## config.mk

```make
export PLATFORM = sky130hd
export DESIGN_NAME = pwm_action_top
export DESIGN_NICKNAME = d
export VERILOG_FILES = /design/src/hw/pwm_event_detect.v /design/src/hw/pwm_output_action.v /design/src/hw/pwm_action_top.v
export VERILOG_INCLUDE_DIRS = /design/src /design/src/hw
export SDC_FILE = /design/constraint.sdc
export NUM_CORES = 1
export LEC_CHECK = 0
export ABC_AREA = 0
export BUFFER_PORTS_ARGS = -buffer_cell sky130_fd_sc_hd__buf_4
export CELL_PAD_IN_SITES_DETAIL_PLACEMENT = 2
export CELL_PAD_IN_SITES_GLOBAL_PLACEMENT = 2
export CORE_MARGIN = 5
export CORE_UTILIZATION = 32
export DETAILED_ROUTE_END_ITERATION = 10
export PLACE_DENSITY = 0.92
export SYNTH_ARGS = -nofsm -noshare
export SYNTH_HDL_FRONTEND = slang
export SYNTH_HIERARCHICAL = 1
export SYNTH_SLANG_ARGS = --single-unit
```

## constraint.sdc

```tcl
create_clock -name clk_i -period 3.4 [get_ports clk_i]
set_input_delay 0.17 -clock clk_i [delete_from_list [all_inputs] [get_ports clk_i]]
set_output_delay 0.17 -clock clk_i [all_outputs]
set_load 0.02 [all_outputs]
```

## src/hw/pwm_action_defines.vh

```
`ifndef PWM_ACTION_DEFINES_VH
`define PWM_ACTION_DEFINES_VH

// ************************************************************
// register offsets, byte addresses
// ************************************************************
`define PWM_STATUS_OFS 8'h00
`define PWM_GEN0_CTL_OFS 8'h40
`define PWM_GEN0_A_OFS 8'h60
`define PWM_GEN0_B_OFS 8'h64
`define PWM_GEN1_CTL_OFS 8'h80
`define PWM_GEN1_A_OFS 8'hA0
`define PWM_GEN1_B_OFS 8'hA4
`define PWM_GEN2_CTL_OFS 8'hC0
`define PWM_GEN2_A_OFS 8'hE0
`define PWM_GEN2_B_OFS 8'hE4

// ************************************************************
// output control register fields, low bit of each 2-bit field
// ************************************************************
`define PWM_ACT_ZERO_LSB 0
`define PWM_ACT_LOAD_LSB 2
`define PWM_ACT_CMPA_UP_LSB 4
`define PWM_ACT_CMPA_DN_LSB 6
`define PWM_ACT_CMPB_UP_LSB 8
`define PWM_ACT_CMPB_DN_LSB 10
`define PWM_ACT_CTL_W 12
`define PWM_ACT_CTL_RESET 12'h000

// ************************************************************
// generator control register fields
// ************************************************************
`define PWM_GEN_MODE_BIT 1
`define PWM_GEN_CTL_W 2
`define PWM_GEN_CTL_RESET 2'h0

// ************************************************************
// action encodings
// ************************************************************
`define PWM_ACT_NONE 2'h0
`define PWM_ACT_TOGGLE 2'h1
`define PWM_ACT_LOW 2'h2
`define PWM_ACT_HIGH 2'h3

`endif

```

## src/hw/pwm_event_detect.v

```verilog
`timescale 1ns/10ps
`include "pwm_action_defines.vh"

// ************************************************************
// counter event pulses for one generator
// ************************************************************
module pwm_event_detect
#(
  parameter CNT_W = 16
)
(
  input wire tick_i,
  input wire dir_up_i,
  input wire mode_updown_i,
  input wire [CNT_W-1:0] cnt_i,
  input wire [CNT_W-1:0] load_i,
  input wire [CNT_W-1:0] cmp_a_i,
  input wire [CNT_W-1:0] cmp_b_i,
  output wire zero_o,
  output wire load_o,
  output wire cmp_a_up_o,
  output wire cmp_a_dn_o,
  output wire cmp_b_up_o,
  output wire cmp_b_dn_o
);

  wire going_up;
  wire hit_a;
  wire hit_b;

  // down-only mode counts down whatever the direction input says
  assign going_up = mode_updown_i & dir_up_i; // RQ7 RQ8

  // a compare above load can never match
  assign hit_a = tick_i & (cnt_i == cmp_a_i) & (cmp_a_i <= load_i); // RQ15
  assign hit_b = tick_i & (cnt_i == cmp_b_i) & (cmp_b_i <= load_i); // RQ15

  // counter events
  assign zero_o = tick_i & (cnt_i == {CNT_W{1'b0}});
  assign load_o = tick_i & (cnt_i == load_i);
  assign cmp_a_up_o = hit_a & going_up; // RQ7
  assign cmp_a_dn_o = hit_a & ~going_up; // RQ8
  assign cmp_b_up_o = hit_b & going_up; // RQ7
  assign cmp_b_dn_o = hit_b & ~going_up; // RQ8

endmodule

```

## src/hw/pwm_output_action.v

```verilog
`timescale 1ns/10ps
`include "pwm_action_defines.vh"

// ************************************************************
// output level for one pwm output
// ************************************************************
module pwm_output_action
#(
  parameter CMP_B_FIRST = 0
)
(
  input wire clk_i,
  input wire reset_i,
  input wire [`PWM_ACT_CTL_W-1:0] ctl_i,
  input wire zero_i,
  input wire load_i,
  input wire cmp_a_up_i,
  input wire cmp_a_dn_i,
  input wire cmp_b_up_i,
  input wire cmp_b_dn_i,
  output reg level_ff
);

  reg [1:0] act;
  reg nxt_level;
  wire cmp_a;
  wire cmp_b;

  assign cmp_a = cmp_a_up_i | cmp_a_dn_i;
  assign cmp_b = cmp_b_up_i | cmp_b_dn_i;

  // pick one action; zero and load outrank both comparators
  always @*
  begin
    act = `PWM_ACT_NONE;
    if (zero_i)
      act = ctl_i[`PWM_ACT_ZERO_LSB+1:`PWM_ACT_ZERO_LSB]; // RQ5 RQ9
    else if (load_i)
      act = ctl_i[`PWM_ACT_LOAD_LSB+1:`PWM_ACT_LOAD_LSB]; // RQ4 RQ9
    else if (cmp_a && cmp_b && CMP_B_FIRST != 0)
      act = cmp_b_up_i ? ctl_i[`PWM_ACT_CMPB_UP_LSB+1:`PWM_ACT_CMPB_UP_LSB]
                       : ctl_i[`PWM_ACT_CMPB_DN_LSB+1:`PWM_ACT_CMPB_DN_LSB]; // RQ10
    else if (cmp_a)
      act = cmp_a_up_i ? ctl_i[`PWM_ACT_CMPA_UP_LSB+1:`PWM_ACT_CMPA_UP_LSB]
                       : ctl_i[`PWM_ACT_CMPA_DN_LSB+1:`PWM_ACT_CMPA_DN_LSB]; // RQ3 RQ2 RQ13
    else if (cmp_b)
      act = cmp_b_up_i ? ctl_i[`PWM_ACT_CMPB_UP_LSB+1:`PWM_ACT_CMPB_UP_LSB]
                       : ctl_i[`PWM_ACT_CMPB_DN_LSB+1:`PWM_ACT_CMPB_DN_LSB]; // RQ1 RQ14
  end

  // decode of the chosen action
  always @*
  begin
    case (act)
      `PWM_ACT_TOGGLE: nxt_level = ~level_ff; // RQ6
      `PWM_ACT_LOW: nxt_level = 1'b0; // RQ6
      `PWM_ACT_HIGH: nxt_level = 1'b1; // RQ6
      default: nxt_level = level_ff; // RQ16
    endcase
  end

  // level holds between events
  always @(posedge clk_i)
  begin
    if (reset_i)
      level_ff <= 1'b0;
    else
      level_ff <= nxt_level; // RQ16
  end

endmodule

```

## src/hw/pwm_action_top.v

```verilog
// Overview of operation
// RQ1 - compare B match counting up applies field 9:8.
// RQ2 - compare A match counting down applies field 7:6.
// RQ3 - compare A match counting up applies field 5:4.
// RQ4 - counter at load value applies field 3:2.
// RQ5 - counter at zero applies field 1:0.
// RQ6 - action codes: 0 hold, 1 toggle, 2 low, 3 high.
// RQ7 - up-count compare events occur only when the mode bit selects up/down.
// RQ8 - down mode gives four events, up/down mode gives all six.
// RQ9 - zero or load action wins over any coinciding compare action.
// RQ10 - on output B, compare B wins over a coinciding compare A.
// RQ11 - each B output is driven by its own B control register.
// RQ12 - B output depends only on zero, load and compare pulses of its generator.
// RQ13 - on output A, compare A wins over a coinciding compare B.
// RQ14 - compare B match counting down applies field 11:10.
// RQ15 - no compare match when compare value exceeds load value.
// RQ16 - B registers share A field layout; outputs hold between events.
//
// Decided for this implementation: the strobed register port.
`timescale 1ns/10ps
`include "pwm_action_defines.vh"

module pwm_action_top
#(
  parameter CNT_W = 16,
  parameter NUM_GEN = 3
)
(
  input wire clk_i,
  input wire reset_i,
  input wire [7:0] addr_i,
  input wire [31:0] wdata_i,
  input wire wr_i,
  input wire rd_i,
  output reg [31:0] rdata_ff,
  input wire [NUM_GEN-1:0] cnt_tick_i,
  input wire [NUM_GEN-1:0] cnt_dir_up_i,
  input wire [NUM_GEN*CNT_W-1:0] cnt_value_i,
  input wire [NUM_GEN*CNT_W-1:0] load_value_i,
  input wire [NUM_GEN*CNT_W-1:0] cmp_a_value_i,
  input wire [NUM_GEN*CNT_W-1:0] cmp_b_value_i,
  output wire [NUM_GEN-1:0] gen_output_a_o,
  output wire [NUM_GEN-1:0] gen_output_b_o
);

  // ************************************************************
  // register storage
  // ************************************************************

  // per generator control words; arrays keep the read mux a loop
  reg [`PWM_GEN_CTL_W-1:0] generator_control_ff [0:NUM_GEN-1];
  reg [`PWM_ACT_CTL_W-1:0] output_a_control_ff [0:NUM_GEN-1];
  reg [`PWM_ACT_CTL_W-1:0] output_b_control_ff [0:NUM_GEN-1];
  reg [31:0] nxt_rdata;
  integer i;

  // ************************************************************
  // per generator logic
  // ************************************************************

  genvar g;
  generate
    for (g = 0; g < NUM_GEN; g = g + 1)
    begin : gen_blk
      // offsets of this generator's three registers
      localparam [7:0] CTL_OFS = (g == 0) ? `PWM_GEN0_CTL_OFS :
                                 (g == 1) ? `PWM_GEN1_CTL_OFS : `PWM_GEN2_CTL_OFS;
      localparam [7:0] A_OFS = (g == 0) ? `PWM_GEN0_A_OFS :
                               (g == 1) ? `PWM_GEN1_A_OFS : `PWM_GEN2_A_OFS;
      localparam [7:0] B_OFS = (g == 0) ? `PWM_GEN0_B_OFS :
                               (g == 1) ? `PWM_GEN1_B_OFS : `PWM_GEN2_B_OFS; // RQ11

      wire ev_zero;
      wire ev_load;
      wire ev_a_up;
      wire ev_a_dn;
      wire ev_b_up;
      wire ev_b_dn;

      // generator control write, the low two bits are kept, bit 1 is the mode bit
      always @(posedge clk_i)
      begin
        if (reset_i)
          generator_control_ff[g] <= `PWM_GEN_CTL_RESET;
        else if (wr_i && addr_i == CTL_OFS)
          generator_control_ff[g] <= wdata_i[`PWM_GEN_CTL_W-1:0];
      end

      // output A control write, reserved bits dropped
      always @(posedge clk_i)
      begin
        if (reset_i)
          output_a_control_ff[g] <= `PWM_ACT_CTL_RESET;
        else if (wr_i && addr_i == A_OFS)
          output_a_control_ff[g] <= wdata_i[`PWM_ACT_CTL_W-1:0];
      end

      // output B control write, same layout as A
      always @(posedge clk_i)
      begin
        if (reset_i)
          output_b_control_ff[g] <= `PWM_ACT_CTL_RESET;
        else if (wr_i && addr_i == B_OFS)
          output_b_control_ff[g] <= wdata_i[`PWM_ACT_CTL_W-1:0]; // RQ11 RQ16
      end

      // counter and comparator pulses of this generator only
      pwm_event_detect #(
        .CNT_W(CNT_W)
      ) u_events (
        .tick_i(cnt_tick_i[g]),
        .dir_up_i(cnt_dir_up_i[g]),
        .mode_updown_i(generator_control_ff[g][`PWM_GEN_MODE_BIT]), // RQ7 RQ8
        .cnt_i(cnt_value_i[g*CNT_W +: CNT_W]),
        .load_i(load_value_i[g*CNT_W +: CNT_W]),
        .cmp_a_i(cmp_a_value_i[g*CNT_W +: CNT_W]),
        .cmp_b_i(cmp_b_value_i[g*CNT_W +: CNT_W]),
        .zero_o(ev_zero),
        .load_o(ev_load),
        .cmp_a_up_o(ev_a_up),
        .cmp_a_dn_o(ev_a_dn),
        .cmp_b_up_o(ev_b_up),
        .cmp_b_dn_o(ev_b_dn)
      );

      // output A: compare A outranks compare B
      pwm_output_action #(
        .CMP_B_FIRST(0)
      ) u_out_a (
        .clk_i(clk_i),
        .reset_i(reset_i),
        .ctl_i(output_a_control_ff[g]),
        .zero_i(ev_zero),
        .load_i(ev_load),
        .cmp_a_up_i(ev_a_up),
        .cmp_a_dn_i(ev_a_dn),
        .cmp_b_up_i(ev_b_up),
        .cmp_b_dn_i(ev_b_dn),
        .level_ff(gen_output_a_o[g]) // RQ13
      );

      // output B: compare B outranks compare A
      pwm_output_action #(
        .CMP_B_FIRST(1)
      ) u_out_b (
        .clk_i(clk_i),
        .reset_i(reset_i),
        .ctl_i(output_b_control_ff[g]), // RQ11
        .zero_i(ev_zero), // RQ12
        .load_i(ev_load), // RQ12
        .cmp_a_up_i(ev_a_up), // RQ12
        .cmp_a_dn_i(ev_a_dn),
        .cmp_b_up_i(ev_b_up),
        .cmp_b_dn_i(ev_b_dn),
        .level_ff(gen_output_b_o[g]) // RQ10
      );
    end
  endgenerate

  // ************************************************************
  // register read path
  // ************************************************************

  // read mux; unmapped addresses and reserved bits read zero
  always @*
  begin
    nxt_rdata = 32'h00000000;
    if (addr_i == `PWM_STATUS_OFS)
      nxt_rdata = {{(32-2*NUM_GEN){1'b0}}, gen_output_b_o, gen_output_a_o};
    for (i = 0; i < NUM_GEN; i = i + 1)
    begin
      if (addr_i == ((i == 0) ? `PWM_GEN0_CTL_OFS : (i == 1) ? `PWM_GEN1_CTL_OFS : `PWM_GEN2_CTL_OFS))
        nxt_rdata = {{(32-`PWM_GEN_CTL_W){1'b0}}, generator_control_ff[i]};
      if (addr_i == ((i == 0) ? `PWM_GEN0_A_OFS : (i == 1) ? `PWM_GEN1_A_OFS : `PWM_GEN2_A_OFS))
        nxt_rdata = {{(32-`PWM_ACT_CTL_W){1'b0}}, output_a_control_ff[i]};
      if (addr_i == ((i == 0) ? `PWM_GEN0_B_OFS : (i == 1) ? `PWM_GEN1_B_OFS : `PWM_GEN2_B_OFS))
        nxt_rdata = {{(32-`PWM_ACT_CTL_W){1'b0}}, output_b_control_ff[i]};
    end
  end

  // read data stands for exactly the cycle after the strobe
  always @(posedge clk_i)
  begin
    if (reset_i)
      rdata_ff <= 32'h00000000;
    else if (rd_i)
      rdata_ff <= nxt_rdata;
    else
      rdata_ff <= 32'h00000000;
  end

endmodule

```

==> results of run 1 <==
==> layout by cell type, fill, tap and decap left out, types with 7 or more instances in the layout <==
master,count
a211oi_1,12
nand2b_1,14
nand3_1,26
a221oi_1,8
nor2_1,31
nor2b_1,20
xor2_1,12
o31ai_1,8
nor4_1,29
nand4_1,49
inv_1,77
buf_4,258
dfxtp_1,18
mux2i_1,15
a21oi_1,62
nand2_1,38
ha_1,96
xnor2_1,132
or4_1,7
clkbuf_16,9
nand3b_1,7
a22oi_1,12
a2bb2oi_1,7
conb_1,20
and3_1,12
nor3b_1,7
edfxtp_1,78
a21o_1,9
and2_1,62
o21ai_0,36
==> flip-flops by register name, indices dropped and copies added, names as in the netlist <==
signal	cells
gen_blk.u_out_a/level_ff	3
gen_blk.u_out_b/level_ff	3
generator_control_ff	6
output_a_control_ff	36
output_b_control_ff	36
rdata_ff	12
==> worst paths after layout <==
kind,cells after the start,endpoint,start
max,13,gen_blk[2].u_out_b/level_ff,load_value_i[46]
min,2,output_a_control_ff[2][7],wdata_i[7]
max reg2reg,6,gen_blk[1].u_out_a/level_ff,generator_control_ff[1][1]
min reg2reg,2,rdata_ff[11],output_b_control_ff[2][11]
==> cells in the mapped netlist (14+ instances only) <==
cell	instances
a21oi_1	62
and2_1	62
buf_4	20
clkbuf_1	18
dfxtp_1	18
edfxtp_1	78
ha_1	96
inv_1	77
mux2i_1	15
nand2_1	38
nand2b_1	14
nand3_1	26
nand4_1	49
nor2_1	31
nor2b_1	20
nor4_1	29
o21ai_0	36
xnor2_1	132
==> critical path: cells and delay by family <==
kind,cells,cell delay (ns)
adder cells (fa/ha/maj),1,0.33
AND/OR/NAND/NOR,4,0.99
buffers and inverters,3,0.32
multiplexers,1,0.06
AO/OA/AOI/OAI,4,1.26
==> per-stage QoR <==
step                total power [mW]  utilization  instances
finish                          3.42        0.409       1674
global placement                2.29        0.399       1658
floorplan                       1.85            -       1055
global route                    3.56        0.409       1674
CTS                             3.42        0.409       1674
detailed placement              2.36        0.399       1658
==> final cells by class <==
| class | instances | area [um2] | area share |
|---|---|---|---|
| multi-input combinational | 834 | 6340 | 0.526 |
| sequential | 96 | 2700 | 0.224 |
| timing repair buffer | 258 | 1940 | 0.161 |
| tap | 390 | 488 | 0.0405 |
| inverter | 80 | 300 | 0.0249 |
| clock buffer | 9 | 225 | 0.0187 |
| clock inverter | 7 | 70.1 | 0.00581 |
==> layer usage <==
| metal | GRT usage | share of wire | vias to the layer above |
|---|---|---|---|
| met5 | 0 | 0 | - |
| met3 | 0.0409 | 0.049 | 120 |
| met4 | 0.0994 | 0.038 | 0 |
| met2 | 0.461 | 0.51 | 378 |
| met1 | 0.292 | 0.40 | 4840 |
| li1 | - | - | 4286 |
==> cell families (layout without fill, tap and decap cells) <==
kind of cell / after synthesis / in the layout / share of synthesized area
xor+xnor: 144 / 144 / 0.133
simple gates: 340 / 340 / 0.217
fa+ha+maj: 96 / 96 / 0.126
mux: 21 / 21 / 0.0229
buf+inv: 125 / 354 / 0.0578
compound gates: 213 / 213 / 0.158
other cells: 1 / 20 / 0.000395
flops: 96 / 96 / 0.285
==> power by group through the flow <==
stage | combinational [mW] | sequential, mW | clock, mW
floorplan | 0.491 | 1.36 | 0
global placement | 0.912 | 1.38 | 0
detailed placement | 0.977 | 1.38 | 0
CTS | 0.993 | 1.36 | 1.07
global route | 1.07 | 1.36 | 1.12
finish | 0.999 | 1.36 | 1.06
==> results.ini, run 1 <==
[drt]
vias=9624
drc=0
drt-initial-drc-count=609
wl_per_cell_um=26.0
wl_mm=43.5
vias_per_cell=5.75
dr.pass1.iters=5
ant_nets=0

[placement]
pre_cts_ws_ns=0.144
dpl_cell_area_um2=11800
place_congestion=0.940
dp_hpwl_mm=35.6
port_buffers=239

[clocking]
cts_buffer_depth=2
cts_tree=done
cts_htree_levels=3
cts_post_setup_buffers_inserted=0
cts-buffers-inserted=9
numClockSinks=96
root_buffer=clkbuf_16
cts_resized=0
insertion_delay_ns=0.37
hold_buffers=0
clk_pin_slew_ns=0.08

[logic_synthesis]
yosysSeqAreaShare=0.285
synth_edf_count=78
synth.distinct_cells=74
avgSynthCellArea_um2=9.17
synth.cell_area_um2=9500
yosysTopAreaCellShare=0.247
synth-async-reset-ratio=0
synth-seq-cells=96
netlist_instances=1036
yosysTopAreaCell=edfxtp_1
yosys_warnings=6
synth_area_leaders=edfxtp_1 25%, ha_1 13%, xnor2_1 12%
synth_top_flop_cell=edfxtp_1

[critical_path]
crit_required_ns=3.65
critical_path.max_stage_delay_ns=0.50
crit_chain=buf_4, inv_1, ha_1, nand4_1, nor4_1, a21boi_0, o41a_1, nor3_1, buf_4, a211o_1, a2111oi_2, or4_1, mux2i_1
slowest_stage=nor4_1
cpMostUsedCell=buf_4
crit_path_max_fanout=8
cp.arrival_ns=3.15
rrSetupSlack_ns=1.00
cp-start-kind=input pin
crit_type=input pin to flop
end_kind=flop

[global_routing]
grt_pass1_wl_mm=65.6
track_usage=0.252
grt_pass1_vias=11100
grt_max_degree=27
grt_overflow=0
antenna_found_initial=0

[power]
switchingPower_mw=1.14
leakagePower_nw=4.97
seqPwrFrac=0.398
combPwrFrac=0.293
powerDensity_nw_per_um2=283
sw_frac_of_total=0.332
internal-power_mw=2.28
clkPwrFrac=0.309
peakVddDrop_mv=0.249

[die]
fp.dieH_um=182
die_w_um=182
start_util=0.322
rows=63
die_area_um2=33200
ioPinCount=280
coreArea_um2=29500

[timing]
final_max_slew_viol_count=0
finalSetupViolations=0
rsz0062_at_grt=false
final-hold-violation-count=0
whs_ns=0.151
fin_setup_tns_ns=0
post-route-min-period_ns=2.90
max_freq_mhz=345
slew_headroom=0.263
worst_pin_slew_ns=1.10
clock_skew_ns=0.00901
period_share=0.853
fin_ws_ns=0.501

[run_status]
outcome=complete, no violations

[run]
max_cap_viol_count=0

[finish]
final_area_um2=12100
n_fill_cell=3274
layout.nets=1617
diodes=0
area_growth_pct=27.0
drive_gt1_frac=0.244

[min_path]
hold_class=input pin to flop

(Power assumes the default switching activity.)
==> run 2: changes to the inputs <==
--- a/config.mk
+++ b/config.mk
@@ -11,8 +11,8 @@
 export CELL_PAD_IN_SITES_DETAIL_PLACEMENT = 2
 export CELL_PAD_IN_SITES_GLOBAL_PLACEMENT = 2
-export CORE_MARGIN = 5
+export CORE_MARGIN = 10
 export CORE_UTILIZATION = 32
 export DETAILED_ROUTE_END_ITERATION = 10
-export PLACE_DENSITY = 0.92
+export PLACE_DENSITY_LB_ADDON = 0.1
 export SYNTH_ARGS = -nofsm -noshare
 export SYNTH_HDL_FRONTEND = slang
==> constraint.sdc (replaced) <==
create_clock -name clk_i -period 3.4 [get_ports clk_i]
set_input_delay 0.34 -clock clk_i [delete_from_list [all_inputs] [get_ports clk_i]]
set_output_delay 0.34 -clock clk_i [all_outputs]
set_load 0.02 [all_outputs]
==> results.ini, run 2 (synthesis results as in run 1) <==
[power]
internal-power_mw=2.35  ; +2.9%
switchingPower_mw=1.04  ; -8.7%
powerDensity_nw_per_um2=278  ; -1.9%
seqPwrFrac=0.402  ; +0.004
combPwrFrac=0.287  ; -0.006
sw_frac_of_total=0.306  ; -0.0262
peakVddDrop_mv=0.237  ; -5.1%
leakagePower_nw=5.04  ; +1.4%
clkPwrFrac=0.311  ; +0.002

[critical_path]
cp.arrival_ns=3.35  ; +0.20 ns
crit_required_ns=3.69  ; +0.04 ns
crit_path_max_fanout=4  ; -4
slowest_stage=nor4_1
crit_type=input pin to flop
crit_chain=buf_4, inv_1, ha_1, nand4_1, nor4_1, buf_4, a21boi_0, o31a_1, nor3_2, buf_4, buf_4, a211oi_1, nand2_1, o21ai_0, mux2i_1
end_kind=flop
cp-start-kind=input pin
critical_path.max_stage_delay_ns=0.42  ; -0.08 ns
rrSetupSlack_ns=1.31  ; +0.31 ns
cpMostUsedCell=buf_4

[die]
start_util=0.322  ; unchanged
rows=63  ; unchanged
die_w_um=192  ; +5.5%
die_area_um2=37000  ; +11%
fp.dieH_um=192  ; +5.5%
ioPinCount=280  ; unchanged
coreArea_um2=29500  ; unchanged

[placement]
dp_hpwl_mm=34.8  ; -2.4%
port_buffers=239  ; unchanged
place_congestion=0.866  ; -7.9%
dpl_cell_area_um2=11900  ; +0.95%
dp.cells=1672  ; +0.84%

[global_routing]
grt_max_degree=27  ; unchanged
antenna_found_initial=1  ; +1
grt_overflow=0  ; unchanged
track_usage=0.216  ; -0.0356
grt_pass1_vias=10100  ; -8.6%
grt_pass1_wl_mm=61.4  ; -6.4%

[clocking]
cts_tree=done
insertion_delay_ns=0.36  ; about the same
hold_buffers=0  ; unchanged
root_buffer=clkbuf_16
numClockSinks=96  ; unchanged
clk_pin_slew_ns=0.06  ; -0.02 ns
cts-buffers-inserted=9  ; unchanged
cts_resized=0  ; unchanged
cts_post_setup_buffers_inserted=0  ; unchanged
cts_htree_levels=3  ; unchanged
cts_buffer_depth=2  ; unchanged

[drt]
wl_mm=40.9  ; -6.0%
ant_nets=0  ; unchanged
vias_per_cell=5.40  ; -6.1%
wl_per_cell_um=24.2  ; -6.9%
drc=0  ; unchanged
drt-initial-drc-count=495  ; -19%
dr.pass1.iters=5  ; unchanged
vias=9122  ; -5.2%

[timing]
clock_skew_ns=0.0144  ; +0.00534 ns
worst_pin_slew_ns=0.940  ; -0.162 ns
rsz0062_at_grt=false
finalSetupViolations=0  ; unchanged
final-hold-violation-count=0  ; unchanged
period_share=0.901  ; +0.0479
final_max_slew_viol_count=0  ; unchanged
max_freq_mhz=327  ; -5.3%
slew_headroom=0.372  ; +0.108
post-route-min-period_ns=3.06  ; +0.163 ns
fin_setup_tns_ns=0  ; unchanged

[finish]
reg.largest.list=output_a_control_ff x36, output_b_control_ff x36, rdata_ff x12
n_fill_cell=3358  ; +2.6%
finalNonFillerCells=1689  ; +0.90%
layout_common_cells=272 x buf_4, 132 x xnor2_1, 96 x ha_1, 78 x edfxtp_1, 77 x inv_1
final_area_um2=12200  ; +0.97%
utilization=0.413  ; +0.00399
drive_gt1_frac=0.250  ; +0.00585
mostFrequentLayoutCell=buf_4
layout.nets=1631  ; +0.87%
area_growth_pct=28.3

[run_status]
outcome=complete, no violations

[min_path]
hold_class=input pin to flop

[run]
max_cap_viol_count=0  ; unchanged

run 2: area by class of cell:
class                      instances  area [um2]  area share
sequential                        96        2700       0.222
clock buffer                      15         290      0.0238
tap                              390         488      0.0401
antenna                            1        2.50    0.000205
inverter                          80         300      0.0247
clock inverter                     1        8.76    0.000719
timing repair buffer             272        2040       0.168
multi-input combinational        834        6350       0.521
run 2: power groups by stage:
| stage | combinational (mW) | sequential, mW | clock [mW] |
|---|---|---|---|
| 5_1_grt | 1.07 | 1.36 | 1.11 |
| 4_1_cts | 0.975 | 1.36 | 1.06 |
| 6_report | 0.971 | 1.36 | 1.05 |
| 3_3_place_gp | 0.942 | 1.38 | 0 |
| 2_1_floorplan | 0.491 | 1.36 | 0 |
| 3_5_place_dp | 0.970 | 1.39 | 0 |
run 2: worst paths after layout:
kind                         startpoint                           to  cells past startpoint
max                    load_value_i[26]  gen_blk[1].u_out_b/level_ff                     15
min                          wdata_i[4]    output_b_control_ff[1][4]                      2
max reg2reg  generator_control_ff[0][1]  gen_blk[0].u_out_b/level_ff                      7
min reg2reg  output_b_control_ff[2][11]                 rdata_ff[11]                      2
run 2: metrics by stage:
stage / power, mW / hold slack (ns) / setup slack, ns
global route: 3.54 / 0.372 / 0.0352
CTS: 3.40 / 0.360 / 0.277
floorplan: 1.85 / 0.511 / 0.515
finish: 3.38 / 0.361 / 0.338
global placement: 2.32 / 0.568 / 0.0853
detailed placement: 2.35 / 0.566 / -0.0878
run 2: layer usage:
layer	GRT usage	vias up	wire, um
met5	0	-	0
met4	0.0417	0	504
met3	0.0307	23	1920
met2	0.376	251	20100
met1	0.280	4535	18400
li1	-	4313	-
run 2: worst max-delay path, delay by kind of cell:
kind	cells	cell delay, ns
muxes	1	0.20
AOI/OAI and AO/OA	4	1.07
adders and majority gates	1	0.31
and+or+nand+nor	4	0.76
buffers and inverters	5	0.66
==> run 3: changes to the inputs <==
CAP_MARGIN = 10   (was default)
CORE_ASPECT_RATIO = 1.25   (was default)
==> results.ini, run 3 (synthesis results as in run 1) <==
[finish]
final-seq-area_um2=2700  ; unchanged
drive_gt1_frac=0.248  ; -0.00116
multi_input_area_um2=6350  ; unchanged
diodes=0  ; -1
mostFrequentLayoutCell=buf_4
layout.nets=1625  ; -0.37%
area_growth_pct=27.7
reg.largest.list=output_a_control_ff x36, output_b_control_ff x36, rdata_ff x12
layout_common_cells=266 x buf_4, 132 x xnor2_1, 96 x ha_1, 78 x edfxtp_1, 77 x inv_1
n_fill_cell=3373  ; +0.45%
finalNonFillerCells=1688  ; -0.059%

[critical_path]
critical_path.max_stage_delay_ns=0.48  ; +0.06 ns
cp-start-kind=input pin
crit_path_max_fanout=8  ; +4
crit_required_ns=3.69  ; about the same
slowest_stage=or4_1
crit_type=input pin to flop
cp.arrival_ns=3.10  ; -0.25 ns
crit_chain=buf_4, inv_1, ha_1, nand4_1, nor4_1, buf_4, a21boi_0, o31a_1, nor3_2, buf_4, and3b_1, a2111oi_2, or4_1, mux2i_1
end_kind=flop
cpMostUsedCell=buf_4

[clocking]
cts_resized=0  ; unchanged
hold_buffers=0  ; unchanged
numClockSinks=96  ; unchanged
cts_post_setup_buffers_inserted=0  ; unchanged
cts_buffer_depth=2  ; unchanged
cts-buffers-inserted=9  ; unchanged
cts_tree=done
cts_htree_levels=3  ; unchanged
insertion_delay_ns=0.37  ; about the same
clk_pin_slew_ns=0.08  ; +0.02 ns
root_buffer=clkbuf_16

[global_routing]
grt_pass1_vias=10300  ; +1.9%
track_usage=0.221  ; +0.00466
grt_pass1_wl_mm=62.7  ; +2.2%
grt_overflow=0  ; unchanged
grt_max_degree=27  ; unchanged
antenna_found_initial=0  ; -1

[drt]
vias_per_cell=5.36  ; -0.81%
drc=0  ; unchanged
ant_nets=0  ; unchanged
wl_mm=41.6  ; +1.6%
vias=9043  ; -0.87%
dr.pass1.iters=4  ; -1
drt-initial-drc-count=323  ; -35%
wl_per_cell_um=24.6  ; +1.6%

[power]
peakVddDrop_mv=0.184  ; -22%
leakagePower_nw=5.00  ; -0.82%
powerDensity_nw_per_um2=275  ; -1.0%

[die]
die_area_um2=37000  ; +0.11%
coreArea_um2=29300  ; -0.77%
rows=70  ; +11%
start_util=0.325  ; +0.00251
fp.dieH_um=213  ; +11%
ioPinCount=280  ; unchanged
die_w_um=174  ; -9.5%

[timing]
rsz0062_at_grt=false
max_freq_mhz=356  ; +8.9%
final_max_slew_viol_count=0  ; unchanged
period_share=0.827  ; -0.0739
clock_skew_ns=0.0122  ; -0.00214 ns
worst_pin_slew_ns=0.890  ; -0.0507 ns
fin_setup_tns_ns=0  ; unchanged
slew_headroom=0.406  ; +0.0338
final-hold-violation-count=0  ; unchanged
finalSetupViolations=0  ; unchanged
post-route-min-period_ns=2.81  ; -0.251 ns

[run_status]
outcome=complete, no violations

[placement]
port_buffers=239  ; unchanged
place_congestion=0.889  ; +2.6%
dp_hpwl_mm=35.6  ; +2.4%
dp.cells=1672  ; unchanged

[min_path]
hold_class=input pin to flop

[run]
max_cap_viol_count=0  ; unchanged

[run 3: stage by stage]
stage,total power [mW],hold WS (ns),utilization,worst slack [ns],cell area [um2]
2_1_floorplan,1.85,0.511,-,0.515,9570
3_3_place_gp,2.33,0.569,0.405,0.248,11800
3_5_place_dp,2.36,0.571,0.405,0.174,11800
4_1_cts,3.37,0.329,0.414,0.571,12100
5_1_grt,3.51,0.339,0.414,0.296,12100
6_report,3.33,0.338,0.414,0.589,12100
[run 3: final timing paths]
check | from | end | slack, ns | depth (start not counted)
worst max-delay path | load_value_i[25] | gen_blk[1].u_out_a/level_ff | 0.59 | 14
worst min-delay path | wdata_i[3] | output_b_control_ff[0][3] | 0.34 | 2
worst max register to register | generator_control_ff[1][1] | gen_blk[1].u_out_b/level_ff | 1.28 | 7
worst min register to register | output_b_control_ff[2][11] | rdata_ff[11] | 0.58 | 2
[run 3: power breakdown]
| part | internal, mW | switching (mW) | leakage [nW] |
|---|---|---|---|
| logic | 0.438 | 0.529 | 3.98 |
| clock network | 0.524 | 0.483 | 0.134 |
| registers | 1.32 | 0.0414 | 0.886 |
[run 3: worst max-delay path: cells and delay by family]
family | cells | cell delay, ns
adder cells (fa/ha/maj) | 1 | 0.30
AND/OR/NAND/NOR | 5 | 1.29
multiplexers | 1 | 0.13
buffers and inverters | 4 | 0.49
AO/OA/AOI/OAI | 3 | 0.54
[run 3: cell type report]
class | count | share of cell area
inverter | 80 | 0.0248
timing repair buffer | 266 | 0.165
sequential | 96 | 0.223
multi-input combinational | 834 | 0.523
tap | 396 | 0.0409
clock buffer | 11 | 0.0200
clock inverter | 5 | 0.00330
[run 3: layer usage]
metal | vias up | track usage | part of all wire
met2 | 238 | 0.416 | 0.53
li1 | 4304 | - | -
met4 | 0 | 0.0461 | 0.013
met1 | 4473 | 0.258 | 0.42
met5 | - | 0 | 0
met3 | 28 | 0.0339 | 0.037
